===== config.mk =====
export PLATFORM = sky130hd
export DESIGN_NAME = pprg_regs
export DESIGN_NICKNAME = d
export VERILOG_FILES = /design/src/hw/pprg_pkg.sv /design/src/hw/pprg_settle_if.sv /design/src/hw/pprg_regs.sv /design/src/hw/pprg_settle_timer.sv
export SDC_FILE = /design/constraint.sdc
export NUM_CORES = 1
export LEC_CHECK = 0
export ABC_AREA = 1
export BUFFER_PORTS_ARGS = -buffer_cell sky130_fd_sc_hd__buf_2
export CORE_MARGIN = 1
export CORE_UTILIZATION = 29
export DETAILED_ROUTE_END_ITERATION = 8
export PLACE_DENSITY_LB_ADDON = 0.2
export SYNTH_ARGS = -nofsm -noshare
export SYNTH_HDL_FRONTEND = slang
export SYNTH_HIERARCHICAL = 1
export SYNTH_SLANG_ARGS = --single-unit

===== constraint.sdc =====
create_clock -name ref_clk -period 2.6 [get_ports ref_clk]
set_clock_uncertainty 0.2 [all_clocks]
set_input_delay 0.26 -clock ref_clk [delete_from_list [all_inputs] [get_ports ref_clk]]
set_output_delay 0.26 -clock ref_clk [all_outputs]
set_load 0.01 [all_outputs]

===== src/hw/pprg_pkg.sv =====
// package for the pre-driver power, reset and measurement selector register bank
// assumes a 32-bit avalon-mm slave with word addressing by byte address
package pprg_pkg;
  // ****************************************************************
  // register indices and byte addresses
  // ****************************************************************
  localparam logic [7:0] PPRG_IDX_GLOBAL = 8'h02;
  localparam logic [7:0] PPRG_IDX_FUNC = 8'h04;
  localparam logic [7:0] PPRG_IDX_SRST = 8'h06;
  localparam logic [7:0] PPRG_IDX_CHAN = 8'h08;
  localparam logic [7:0] PPRG_IDX_STATUS = 8'h0a;
  localparam int PPRG_ADDR_W = 8;
  localparam int PPRG_IDX_SHIFT = 2;

  // ****************************************************************
  // field positions
  // ****************************************************************
  localparam int PPRG_BIT_GLOBAL = 0;
  localparam int PPRG_BIT_CP = 0;
  localparam int PPRG_BIT_PREG = 1;
  localparam int PPRG_BIT_HALL = 2;
  localparam int PPRG_BIT_SUPPLY = 3;
  localparam int PPRG_BIT_SRST = 0;
  localparam int PPRG_CHAN_W = 4;
  localparam logic [7:0] PPRG_FUNC_MASK = 8'h0f;
  localparam int PPRG_ST_VALID = 4;
  localparam int PPRG_ST_SETTLED = 5;
  localparam int PPRG_ST_SRST = 6;

  // ****************************************************************
  // reset values
  // ****************************************************************
  localparam logic [7:0] PPRG_RST_GLOBAL = 8'h00;
  localparam logic [7:0] PPRG_RST_FUNC = 8'h00;
  localparam logic [7:0] PPRG_RST_SRST = 8'h00;
  localparam logic [7:0] PPRG_RST_CHAN = 8'h00;

  // ****************************************************************
  // channel codes
  // ****************************************************************
  localparam logic [3:0] PPRG_CH_SUPPLY = 4'h0;
  localparam logic [3:0] PPRG_CH_CURRENT = 4'h1;
  localparam logic [3:0] PPRG_CH_TEMP = 4'h2;
  localparam logic [3:0] PPRG_CH_BACK_EMF_DETECT = 4'h3;

  // ****************************************************************
  // timing
  // ****************************************************************
  localparam int PPRG_CLK_PERIOD_PS = 5000;
  localparam int PPRG_SETTLE_NS = 1000;
  localparam int PPRG_SETTLE_PS = PPRG_SETTLE_NS * 1000;
  // strictly more than the settle time, so one extra cycle
  localparam int PPRG_SETTLE_CYC =
    (PPRG_SETTLE_PS + PPRG_CLK_PERIOD_PS - 1) / PPRG_CLK_PERIOD_PS + 1;
  localparam int PPRG_CNT_W = 8;

  typedef enum logic [0:0] {
    PPRG_SET_IDLE = 1'b0,
    PPRG_SET_WAIT = 1'b1
  } pprg_settle_state_t;
endpackage


===== src/hw/pprg_settle_if.sv =====
// carrier between the register bank and its settle timer
// assumes both ends sit on ref_clk
`timescale 1ns/1ps
interface pprg_settle_if;
  logic restart;
  logic settled;
  modport bank (output restart, input settled);
  modport timer (input restart, output settled);
endinterface


===== src/hw/pprg_regs.sv =====
// register bank for pre-driver power save, soft reset and measure select
// assumes an avalon-mm master on ref_clk; bus inputs need no synchroniser
//
// Local design decision: the Avalon-MM register port.
`timescale 1ns/1ps
module pprg_regs
  import pprg_pkg::*;
(
  input wire logic ref_clk,
  input wire logic rst_b,
  input wire logic [PPRG_ADDR_W-1:0] avs_address,
  input wire logic avs_read,
  input wire logic avs_write,
  input wire logic [31:0] avs_writedata,
  input wire logic [3:0] avs_byteenable,
  output logic [31:0] avs_readdata,
  output logic avs_waitrequest,
  output logic supply_monitor_save_off,
  output logic hall_input_save_off,
  output logic pump_regulator_save_off,
  output logic charge_pump_save_off,
  output logic global_save_override,
  output logic [PPRG_CHAN_W-1:0] measure_channel_code,
  output logic analog_measure_valid,
  output logic pre_driver_reset
);
  logic wait_ff;
  logic [31:0] rdata_ff;
  logic global_ff;
  logic [7:0] func_ff;
  logic srst_ff;
  logic [PPRG_CHAN_W-1:0] chan_ff;
  logic sup_off_ff;
  logic hall_off_ff;
  logic preg_off_ff;
  logic cp_off_ff;
  logic gov_ff;
  logic valid_ff;
  logic prst_ff;
  logic [PPRG_CHAN_W-1:0] chan_out_ff;
  logic wr_en;
  logic rd_en;
  logic [7:0] wbyte;
  pprg_settle_if sif ();

  // ****************************************************************
  // bus handshake
  // ****************************************************************
  // register index hit; byte address is four times the index
  function automatic logic hit(input logic [PPRG_ADDR_W-1:0] a, input logic [7:0] idx);
    hit = (a[1:0] == 2'b00) && (a[PPRG_ADDR_W-1:PPRG_IDX_SHIFT] ==
      idx[PPRG_ADDR_W-1-PPRG_IDX_SHIFT:0]);
  endfunction

  // legal measurement code; anything else leaves the output invalid
  function automatic logic legal_chan(input logic [PPRG_CHAN_W-1:0] c);
    legal_chan = (c == PPRG_CH_SUPPLY) || (c == PPRG_CH_CURRENT) ||
      (c == PPRG_CH_TEMP) || (c == PPRG_CH_BACK_EMF_DETECT);
  endfunction

  // wait drops for exactly one cycle, then rises to separate requests
  always_ff @(posedge ref_clk or negedge rst_b) begin
    if (!rst_b) begin
      wait_ff <= 1'b1;
    end else begin
      wait_ff <= !((avs_read || avs_write) && wait_ff);
    end
  end

  assign wr_en = avs_write && !wait_ff && avs_byteenable[0];
  assign rd_en = avs_read && wait_ff;
  assign wbyte = avs_writedata[7:0];

  // read data, loaded as wait drops; unmapped reads answer zero
  always_ff @(posedge ref_clk or negedge rst_b) begin
    if (!rst_b) begin
      rdata_ff <= '0;
    end else if (rd_en) begin
      rdata_ff <= '0;
      if (hit(avs_address, PPRG_IDX_GLOBAL)) begin
        rdata_ff[PPRG_BIT_GLOBAL] <= global_ff;
      end
      if (hit(avs_address, PPRG_IDX_FUNC)) begin
        rdata_ff[7:0] <= func_ff;
      end
      if (hit(avs_address, PPRG_IDX_SRST)) begin
        rdata_ff[PPRG_BIT_SRST] <= srst_ff;
      end
      if (hit(avs_address, PPRG_IDX_CHAN)) begin
        rdata_ff[PPRG_CHAN_W-1:0] <= chan_ff;
      end
      if (hit(avs_address, PPRG_IDX_STATUS)) begin
        rdata_ff[3:0] <= {sup_off_ff, hall_off_ff, preg_off_ff, cp_off_ff};
        rdata_ff[PPRG_ST_VALID] <= valid_ff;
        rdata_ff[PPRG_ST_SETTLED] <= sif.settled;
        rdata_ff[PPRG_ST_SRST] <= srst_ff;
      end
    end
  end

  // ****************************************************************
  // control registers
  // ****************************************************************
  // soft reset bit is outside its own reset domain and must be cleared by software
  always_ff @(posedge ref_clk or negedge rst_b) begin
    if (!rst_b) begin
      srst_ff <= PPRG_RST_SRST[PPRG_BIT_SRST];
    end else if (wr_en && hit(avs_address, PPRG_IDX_SRST)) begin
      srst_ff <= wbyte[PPRG_BIT_SRST];
    end
  end

  // global override; held at reset value while soft reset is set
  always_ff @(posedge ref_clk or negedge rst_b) begin
    if (!rst_b) begin
      global_ff <= PPRG_RST_GLOBAL[PPRG_BIT_GLOBAL];
    end else if (srst_ff) begin
      global_ff <= PPRG_RST_GLOBAL[PPRG_BIT_GLOBAL];
    end else if (wr_en && hit(avs_address, PPRG_IDX_GLOBAL)) begin
      global_ff <= wbyte[PPRG_BIT_GLOBAL];
    end
  end

  // per-function save-off bits, only the four modelled fields store
  always_ff @(posedge ref_clk or negedge rst_b) begin
    if (!rst_b) begin
      func_ff <= PPRG_RST_FUNC;
    end else if (srst_ff) begin
      func_ff <= PPRG_RST_FUNC;
    end else if (wr_en && hit(avs_address, PPRG_IDX_FUNC)) begin
      func_ff <= wbyte & PPRG_FUNC_MASK;
    end
  end

  // channel code; prohibited codes are stored and routed like legal ones
  always_ff @(posedge ref_clk or negedge rst_b) begin
    if (!rst_b) begin
      chan_ff <= PPRG_RST_CHAN[PPRG_CHAN_W-1:0];
    end else if (srst_ff) begin
      chan_ff <= PPRG_RST_CHAN[PPRG_CHAN_W-1:0];
    end else if (wr_en && hit(avs_address, PPRG_IDX_CHAN)) begin
      chan_ff <= wbyte[PPRG_CHAN_W-1:0];
    end
  end

  // ****************************************************************
  // outputs to the analog side
  // ****************************************************************
  // override 0 forces every block into power save
  always_ff @(posedge ref_clk or negedge rst_b) begin
    if (!rst_b) begin
      sup_off_ff <= 1'b0;
      hall_off_ff <= 1'b0;
      preg_off_ff <= 1'b0;
      cp_off_ff <= 1'b0;
    end else begin
      sup_off_ff <= global_ff && func_ff[PPRG_BIT_SUPPLY];
      hall_off_ff <= global_ff && func_ff[PPRG_BIT_HALL];
      preg_off_ff <= global_ff && func_ff[PPRG_BIT_PREG];
      cp_off_ff <= global_ff && func_ff[PPRG_BIT_CP];
    end
  end

  // override copy, same latency as the save-off bits so they never disagree
  always_ff @(posedge ref_clk or negedge rst_b) begin
    if (!rst_b) begin
      gov_ff <= 1'b0;
    end else begin
      gov_ff <= global_ff;
    end
  end

  // routed code; prohibited codes still reach the pin but are flagged invalid
  always_ff @(posedge ref_clk or negedge rst_b) begin
    if (!rst_b) begin
      chan_out_ff <= PPRG_RST_CHAN[PPRG_CHAN_W-1:0];
    end else begin
      chan_out_ff <= chan_ff;
    end
  end

  // validity of the routed level; settle wait is software's job
  always_ff @(posedge ref_clk or negedge rst_b) begin
    if (!rst_b) begin
      valid_ff <= 1'b0;
    end else begin
      valid_ff <= global_ff && legal_chan(chan_ff);
    end
  end

  // pre-driver reset level, one cycle behind the soft reset bit
  always_ff @(posedge ref_clk or negedge rst_b) begin
    if (!rst_b) begin
      prst_ff <= 1'b0;
    end else begin
      prst_ff <= srst_ff;
    end
  end

  // a new code restarts the settle timer, seen in status
  assign sif.restart = (chan_out_ff != chan_ff);

  pprg_settle_timer u_settle (
    .ref_clk(ref_clk),
    .rst_b(rst_b),
    .sif(sif)
  );

  assign avs_readdata = rdata_ff;
  assign avs_waitrequest = wait_ff;
  assign supply_monitor_save_off = sup_off_ff;
  assign hall_input_save_off = hall_off_ff;
  assign pump_regulator_save_off = preg_off_ff;
  assign charge_pump_save_off = cp_off_ff;
  assign global_save_override = gov_ff;
  assign measure_channel_code = chan_out_ff;
  assign analog_measure_valid = valid_ff;
  assign pre_driver_reset = prst_ff;
endmodule


===== src/hw/pprg_settle_timer.sv =====
// settle timer: counts the amplifier settle wait after a channel change
// assumes restart is a one-cycle pulse from logic on ref_clk
`timescale 1ns/1ps
module pprg_settle_timer
  import pprg_pkg::*;
(
  input wire logic ref_clk,
  input wire logic rst_b,
  pprg_settle_if.timer sif
);
  pprg_settle_state_t state_ff;
  pprg_settle_state_t nxt_state;
  logic [PPRG_CNT_W-1:0] cnt_ff;
  logic settled_ff;

  // ****************************************************************
  // state
  // ****************************************************************
  // a restart mid-wait starts the wait again from zero
  always_comb begin
    nxt_state = state_ff;
    case (state_ff)
      PPRG_SET_IDLE: nxt_state = sif.restart ? PPRG_SET_WAIT : PPRG_SET_IDLE;
      PPRG_SET_WAIT: begin
        if (!sif.restart && cnt_ff == PPRG_CNT_W'(PPRG_SETTLE_CYC - 1)) begin
          nxt_state = PPRG_SET_IDLE;
        end
      end
      default: nxt_state = PPRG_SET_IDLE;
    endcase
  end

  always_ff @(posedge ref_clk or negedge rst_b) begin
    if (!rst_b) begin
      state_ff <= PPRG_SET_IDLE;
    end else begin
      state_ff <= nxt_state;
    end
  end

  // cycle counter within the wait
  always_ff @(posedge ref_clk or negedge rst_b) begin
    if (!rst_b) begin
      cnt_ff <= '0;
    end else if (sif.restart || state_ff == PPRG_SET_IDLE) begin
      cnt_ff <= '0;
    end else begin
      cnt_ff <= cnt_ff + 1'b1;
    end
  end

  // settled flag, high after reset since the mux has been still
  always_ff @(posedge ref_clk or negedge rst_b) begin
    if (!rst_b) begin
      settled_ff <= 1'b1;
    end else begin
      settled_ff <= (nxt_state == PPRG_SET_IDLE);
    end
  end

  assign sif.settled = settled_ff;
endmodule


==> impl_metrics.tcl, run 1 <==
set metrics [dict create \
    grt_pass1_vias 1400 \
    core_region_area_sq_mm 0.00653 \
    wl_per_cell_um 10.9 \
    tightest_slew_ns 0.841 \
    pre_cts_slack_ns 0.940 \
    first_pass_iters 4 \
    worstSetupEndpointType "flip-flop" \
    setup_viol 0 \
    crit_chain "dlygate4sd3_1, buf_2, nand2_1, clkinv_1, o21ai_2, o21bai_2, nand2_1" \
    grt_max_degree 40 \
    synth_edf_count 0 \
    ys_warn_count 6 \
    initial_utilization_pct 30.8 \
    ant_nets 0 \
    clockBufferDepth 2 \
    finalCriticalPeriod_ns 1.68 \
    clk_pin_slew_ns 0.07 \
    min_period_over_period_pct 64.5 \
    antenna_cells 0 \
    final_common_cell "nand2_1" \
    synth-async-reset-ratio_pct 100 \
    ys_seq_area_share_pct 48.7 \
    synthFlopType "dfrtp_1" \
    grt_usage_pct 11.5 \
    vias_per_cell 4.26 \
    grt_util_met3_pct 2.82 \
    path_depth 7 \
    fmax_ghz 0.596 \
    cts-root-buf "clkbuf_8" \
    required_ns 2.58 \
    layout-drive-gt1-share_pct 25.4 \
    cp.arrival_ns 1.66 \
    cp-start-kind "input pin" \
    clk_latency_ns 0.29 \
    drc_errors 0 \
    reg2reg_setup_slack_ns 0.93 \
    die_area_sq_mm 0.00727 \
    critical-path-max-stage-delay_ns 0.53 \
    cts_resized 0 \
    cts_tree "built" \
    gp_congestion 0.710 \
    worst-setup-path-type "in2reg" \
    final_hold_viol_count 0 \
    floorplan.die.width_um 85.3 \
    cp_max_fo 9 \
    io_pins 92 \
    outcome "completed" \
    synth.distinct_cells 31 \
    max_slew_margin_pct 43.9 \
    final_cell_mix "nand2_1 (48), dfrtp_1 (37), buf_2 (35), conb_1 (25), inv_1 (23)" \
    antenna_found_initial 0 \
    crit_buf_inv 3 \
    whs_path_depth 3 \
    slew_violations 0 \
    final.setup.tns_ns 0 \
    port_buffers 35 \
    routed_wl_um 3810 \
    p_per_area_mw_per_mm2 572 \
    cts_made_buffers 5 \
    area_growth_pct 14.3 \
    use_met1_pct 15.6 \
    rows 29 \
    clock-sinks 39 \
    grt_busiest_layer "met2" \
    setup_ws_ns 0.923 \
    crit_path_frequent_cell "nand2_1" \
    grt_use_met2_pct 17.5 \
    dp_hpwl_um 2940 \
    grt_pass1_wl_um 6520 \
    slowest_stage "dlygate4sd3_1" \
    p_leak_nw 1.22 \
    synth-seq-cells 39 \
    rsz0062_at_grt "no" \
    critical_path.top_delay_family "buffers and inverters" \
    netlist_instances 227 \
    ir_worst_vdd_v 0.000171 \
    nets 321 \
    h-tree-depth 2 \
    fill_cells 698 \
    grt_overflow_total 0 \
    hold_class "in2reg" \
    drt-initial-drc-count 75 \
    vias 1485 \
    syn_area_sq_mm 0.00201 \
    rr_worst_depth 7 \
    drv_cap 0 \
    syn_avg_cell_area_sq_um 8.86 \
    die_h_um 85.3 \
]
-- timing repair --
item	in CTS	in global routing
endpoints found under the setup margin	0	0
setup buffers	0	0
endpoints found under the hold margin	38	0
hold buffers	3	0
-- where the power goes --
part	switching (mW)	internal [mW]	total [mW]
registers	0.0427	0.663	0.706
clock network	0.206	0.183	0.389
logic	0.141	0.0798	0.220
total	0.389	0.927	1.32
-- tightest hold or removal path: cells and delay by family --
family	cells	cell delay [ns]
buffers and inverters	1	0.09
AND/OR/NAND/NOR	1	0.07
AO/OA/AOI/OAI	1	0.06
-- layer usage --
metal / vias up / share of wire, %
li1: 756 / -
met1: 672 / 49
met2: 50 / 44
met3: 7 / 6.0
met4: 0 / 1.8
met5: - / 0
-- kinds of logic (layout without fill, tap and decap cells) --
group / Yosys count / after routing / synth area share [%]
AND/OR/NAND/NOR: 99 / 99 / 24.0
buffers and inverters: 53 / 74 / 14.6
flip-flops: 39 / 39 / 48.7
AO/OA/AOI/OAI: 29 / 29 / 9.58
XOR/XNOR: 4 / 4 / 1.74
adder cells (fa/ha/maj): 2 / 2 / 1.24
other: 1 / 25 / 0.187
-- registers in the layout, summed over array words and instances, names as in the netlist, 4 cells and up --
| signal | flops |
|---|---|
| measure_channel_code | 4 |
| chan_ff | 4 |
| avs_readdata | 7 |
| u_settle/cnt_ff | 8 |
| func_ff | 4 |
-- per-stage QoR --
step	power [mW]	utilization, %	hold slack, ns	std cells	instance area (sq um)
3_5_place_dp	0.938	33.4	0.226	338	2180
3_3_place_gp	0.934	33.4	0.230	338	2180
2_1_floorplan	0.890	-	-0.236	251	2100
4_1_cts	1.34	35.2	0.0249	349	2300
5_1_grt	1.40	35.2	0.0498	349	2300
6_report	1.32	35.2	0.0348	349	2300
-- cell usage after synthesis (2+ instances only) --
master   number  area share (%)
nand4_1       5             1.6
o21ai_0       5             1.2
o21a_1        3             1.1
xnor2_1       4             1.7
inv_1        23             4.3
nand3_1      13             3.2
nor2_2        5             1.6
nor2_1       15             2.8
a21oi_1       7             1.7
buf_4        25             9.3
nand2_2       5             1.6
inv_2         4            0.75
dfstp_2       2             2.6
nand2_1      48             9.0
o21ai_1       9             2.2
nor2_4        2             1.1
dfrtp_1      37              46
ha_1          2             1.2
-- final timing paths --
path                                            to               from
setup / recovery                   avs_readdata[0]           avs_read
hold / removal                          func_ff[3]   avs_writedata[3]
setup reg to reg                u_settle/cnt_ff[4]         chan_ff[3]
hold reg to reg               u_settle/sif.settled  u_settle/state_ff
max in group asynchronous  measure_channel_code[3]              rst_b
min in group asynchronous       u_settle/cnt_ff[2]              rst_b
-- area by class of cell --
cell class | instances | area (sq um) | share of cell area (%)
clock inverter | 3 | 15.0 | 0.653
timing repair buffer | 38 | 205 | 8.93
tap | 77 | 96.3 | 4.19
sequential | 39 | 978 | 42.6
multi-input combinational | 159 | 830 | 36.1
inverter | 28 | 105 | 4.57
clock buffer | 5 | 68.8 | 2.99
(Power assumes the default switching activity.)
==> run 2, diff against run 1 <==
Clock period 2.6 ns to 1.5 ns, I/O delays scaled along.
==> run 2 against run 1 <==
Against the previous run: sequential power up 74%; combinational power up 120%; sequential share of layout area down 3.3 points; largest power group unchanged; wire length up 8.4%; design area up 8.3%; global-route usage up 0.11 points; highest routed layer unchanged.
==> impl_metrics.tcl, run 2 (synthesis results as in run 1) <==
set metrics [dict create \
    outcome "completed" \
    rows 29 \
    p_int_mw 1.76 \
    worstSetupEndpointType "flip-flop" \
    power_mw 2.48 \
    critical-path-max-stage-delay_ns 0.39 \
    initial_utilization_pct 30.8 \
    final_hold_viol_count 0 \
    grt_usage_pct 11.6 \
    finalCriticalPeriod_ns 1.43 \
    floorplan.die.width_um 85.3 \
    cp.arrival_ns 1.45 \
    power.share.switching_pct 29.0 \
    io_pins 92 \
    p_per_area_mw_per_mm2 998 \
    worst-setup-path-type "reg2reg" \
    cts_tree "built" \
    clock-sinks 39 \
    pre_cts_slack_ns 0.00253 \
    clk_pin_slew_ns 0.08 \
    core_region_area_sq_mm 0.00653 \
    hold_class "in2reg" \
    holdWs_ns 0.0853 \
    die_h_um 85.3 \
    final_cell_mix "nand2_1 (46), dfrtp_1 (37), buf_2 (35), conb_1 (25), inv_1 (22)" \
    port_buffers 35 \
    h-tree-depth 2 \
    final.setup.tns_ns 0 \
    setup_ws_ns 0.0732 \
    antenna_found_initial 0 \
    ir_worst_vdd_v 0.000303 \
    final_cells 364 \
    critical_path.top_delay_family "flip-flops" \
    required_ns 1.52 \
    clockBufferDepth 2 \
    place_inst 347 \
    area_growth_pct 23.8 \
    route.met2.wl_um 1910 \
    first_pass_iters 4 \
    vias_per_cell 4.22 \
    final_common_cell "nand2_1" \
    cp-start-kind "flip-flop" \
    cts-root-buf "clkbuf_8" \
    drv_cap 0 \
    layout-drive-gt1-share_pct 31.4 \
    routed.top_layer "met4" \
    wl_per_cell_um 11.3 \
    seqPwrFrac_pct 49.6 \
    antenna_cells 0 \
    min_period_over_period_pct 95.1 \
    p_leak_nw 1.30 \
    top_register "u_settle/cnt_ff" \
    setup_viol 0 \
    final_area_sq_mm 0.00249 \
    grt_pass1_vias 1397 \
    fmax_ghz 0.701 \
    vias 1535 \
    clockPowerShare_pct 31.1 \
    slew_violations 0 \
    wirelength_met1_um 2040 \
    die_area_sq_mm 0.00727 \
    gp_congestion 0.748 \
    place_area_sq_mm 0.00226 \
    grt_max_degree 40 \
    p_sw_mw 0.721 \
    cp_max_fo 5 \
    comb_power_share_pct 19.3 \
    grt_overflow_total 0 \
    cts_made_buffers 5 \
    slowest_stage "dfrtp_1" \
    crit_buf_inv 2 \
    nets 336 \
    utilization_pct 38.1 \
    wl_met3_um 155 \
    ant_nets 0 \
    dp_hpwl_um 3000 \
    grt_pass1_wl_um 6590 \
    crit_chain "xnor2_1, nand4_1, inv_1, nand2_2, inv_4, o21ai_2, a21oi_2" \
    drc_errors 0 \
    routed_wl_um 4130 \
    drt-initial-drc-count 71 \
    largest_register_ff_count 8 \
    clk_latency_ns 0.29 \
]
==> run 2: cell types whose count changed in the layout (fill, tap and decap cells not counted), sizes merged <==
cell / delta
clkinv: -4
clkinvlp: +2
buf: +10
dlygate4sd3: +4
clkbuf: +3
==> run 2: final cells by class <==
type                            instances  area, sq um
Sequential cell                        39          978
Inverter                               28          111
Tap cell                               77         96.3
Clock buffer                            8          100
Timing Repair inverter                  1         5.00
Fill cell                             681         4040
Multi-Input combinational cell        159          866
Timing Repair Buffer                   52          333
==> run 2: final timing paths <==
check / end / start / slack (ns) / depth (start not counted)
min reg2reg: u_settle/sif.settled / u_settle/state_ff / 0.26 / 1
min in group asynchronous: u_settle/cnt_ff[1] / rst_b / 0.15 / 3
min: global_ff / avs_address[4] / 0.09 / 7
max: u_settle/cnt_ff[4] / measure_channel_code[0] / 0.07 / 7
max in group asynchronous: avs_waitrequest / rst_b / 0.68 / 3
max reg2reg: u_settle/cnt_ff[4] / measure_channel_code[0] / 0.07 / 7
==> run 2: worst register-to-register path: cells and delay by family, from the launching register on <==
family	cells	cell delay, ns
buf+inv	2	0.19
flops	1	0.39
simple gates	2	0.23
compound gates	2	0.16
xor+xnor	1	0.18
==> run 2: routing by layer <==
| layer | vias to the layer above | track usage, % |
|---|---|---|
| met4 | 0 | 4.55 |
| met2 | 48 | 18.7 |
| met1 | 704 | 15.4 |
| met3 | 2 | 2.24 |
| li1 | 781 | - |
| met5 | - | 0 |
==> run 2: timing repair <==
action | in CTS | in global routing
hold endpoints to repair | 47 | 0
pin swaps | 0 | 3
gates cloned | 0 | 1
gates resized for setup | 1 | 14
setup endpoints to repair | 2 | 9
hold buffers | 7 | 0
setup buffers | 0 | 1
==> run 2: power by group through the flow <==
| stage | combinational (mW) | sequential [mW] | clock [mW] |
|---|---|---|---|
| detailed placement | 0.414 | 1.24 | 0 |
| floorplan | 0.306 | 1.24 | 0 |
| finish | 0.480 | 1.23 | 0.772 |
| global placement | 0.410 | 1.24 | 0 |
| CTS | 0.433 | 1.22 | 0.797 |
| global route | 0.544 | 1.25 | 0.834 |
==> run 3, diff against run 2 <==
Settings changed: SETUP_SLACK_MARGIN set to 0.1.
==> run 3 against run 2 <==
Against the previous run: utilization increased by 0.57 points; first-iteration DRC count increased by 8.5%; hold slack improved by 0.0011 ns; critical endpoint is now avs_readdata[1]; highest routed layer unchanged; register-to-register slack is essentially flat; clock power barely moved; non-clock buffer count is 4 higher; critical path depth unchanged; cell count rose by 0.82%; via count rose by 0.65%.
==> impl_metrics.tcl, run 3 (synthesis results as in run 1) <==
set metrics [dict create \
    final_cell_mix "nand2_1 (46), dfrtp_1 (37), buf_2 (35), conb_1 (25), inv_1 (22)" \
    slowest_stage "dlygate4sd3_1" \
    cp_max_fo 6 \
    cp-start-kind "input pin" \
    area_growth_pct 25.7 \
    required_ns 1.48 \
    p_per_area_mw_per_mm2 1010 \
    die_area_sq_mm 0.00727 \
    dp_hpwl_um 3000 \
    drv_cap 0 \
    clock-sinks 39 \
    slew_violations 0 \
    ir_worst_vdd_v 0.000318 \
    clk_latency_ns 0.29 \
    grt_usage_pct 11.6 \
    finalCriticalPeriod_ns 1.43 \
    ant_nets 0 \
    reg2reg_setup_slack_ns 0.07 \
    final_common_cell "nand2_1" \
    rows 29 \
    io_pins 92 \
    drc_errors 0 \
    final.setup.tns_ns 0 \
    wl_per_cell_um 11.3 \
    worst-setup-path-type "in2reg" \
    grt_overflow_total 0 \
    core_region_area_sq_mm 0.00653 \
    clockBufferDepth 2 \
    grt_pass1_vias 1408 \
    antenna_cells 0 \
    cts_tree "built" \
    whs_path_depth 7 \
    p_leak_nw 1.32 \
    clk_pin_slew_ns 0.07 \
    min-delay-start "avs_address[4]" \
    drt-initial-drc-count 77 \
    first_pass_iters 4 \
    min_period_over_period_pct 95.4 \
    antenna_found_initial 0 \
    holdWs_ns 0.0864 \
    grt_pass1_wl_um 6600 \
    outcome "completed" \
    hold_class "in2reg" \
    die_h_um 85.3 \
    gp_congestion 0.748 \
    largest_register_ff_count 8 \
    fill_cells 676 \
    vias 1545 \
    cts-root-buf "clkbuf_8" \
    critPathLaunch "avs_read" \
    rr_startpoint "chan_ff[2]" \
    h-tree-depth 2 \
    setup_viol 0 \
    nets 339 \
    crit_chain "dlygate4sd3_1, buf_2, nand2_2, inv_4, clkbuf_2, buf_4, o21a_1" \
    critical-path-max-stage-delay_ns 0.54 \
    top_register "u_settle/cnt_ff" \
    cts_made_buffers 5 \
    cp.arrival_ns 1.41 \
    rsz0062_at_grt "yes" \
    rr_worst_depth 7 \
    vias_per_cell 4.21 \
    initial_utilization_pct 30.8 \
    grt_max_degree 40 \
    floorplan.die.width_um 85.3 \
    fmax_ghz 0.699 \
    port_buffers 35 \
    worstSetupEndpointType "flip-flop" \
    final_hold_viol_count 0 \
    layout-drive-gt1-share_pct 33.1 \
    routed_wl_um 4160 \
]
[run 3: worst paths after layout]
path,to
hold / removal,global_ff
min in group asynchronous,u_settle/cnt_ff[2]
setup / recovery,avs_readdata[1]
max in group asynchronous,avs_waitrequest
setup reg to reg,u_settle/cnt_ff[4]
hold reg to reg,u_settle/sif.settled
[run 3: stage by stage]
stage          utilization, %  total power, mW  cell area [sq um]  std cells  setup WS [ns]
2_1_floorplan               -             1.54               2100        251          0.122
3_3_place_gp             34.7             1.65               2260        347       0.000898
3_5_place_dp             34.7             1.66               2260        347        0.00253
4_1_cts                  37.6             2.47               2450        364         0.0828
5_1_grt                  38.7             2.69               2530        367        -0.0218
6_report                 38.7             2.55               2530        367         0.0693
[run 3: report_power, final]
part           leakage (nW)  switching, mW  internal [mW]
registers             0.516         0.0865           1.15
clock network        0.0515          0.351          0.420
logic                 0.754          0.313          0.227
[run 3: layout make-up]
| class | instances | area, sq um | area share, % |
|---|---|---|---|
| inverter | 28 | 110 | 4.36 |
| tap | 77 | 96.3 | 3.81 |
| timing repair buffer | 56 | 364 | 14.4 |
| clock buffer | 8 | 100 | 3.96 |
| sequential | 39 | 978 | 38.7 |
| multi-input combinational | 159 | 878 | 34.8 |
[run 3: per-layer routing]
layer	up-vias	global-route usage (%)	part of all wire, %
li1	789	-	-
met1	705	15.4	48
met2	47	18.8	46
met3	4	2.24	3.7
met4	0	4.55	1.3
met5	-	0	0
[run 3: repair_timing]
| action | CTS | global route |
|---|---|---|
| endpoints found under the hold margin | 47 | 0 |
| hold buffers | 7 | 0 |
| buffers inserted | 2 | 3 |
| gates resized for setup | 5 | 16 |
| setup endpoints to repair | 8 | 21 |
| pin swaps | 2 | 8 |
[run 3: critical path, delay by kind of cell]
family / cells / cell delay (ns)
simple gates: 1 / 0.09
compound gates: 1 / 0.15
buf+inv: 5 / 1.02
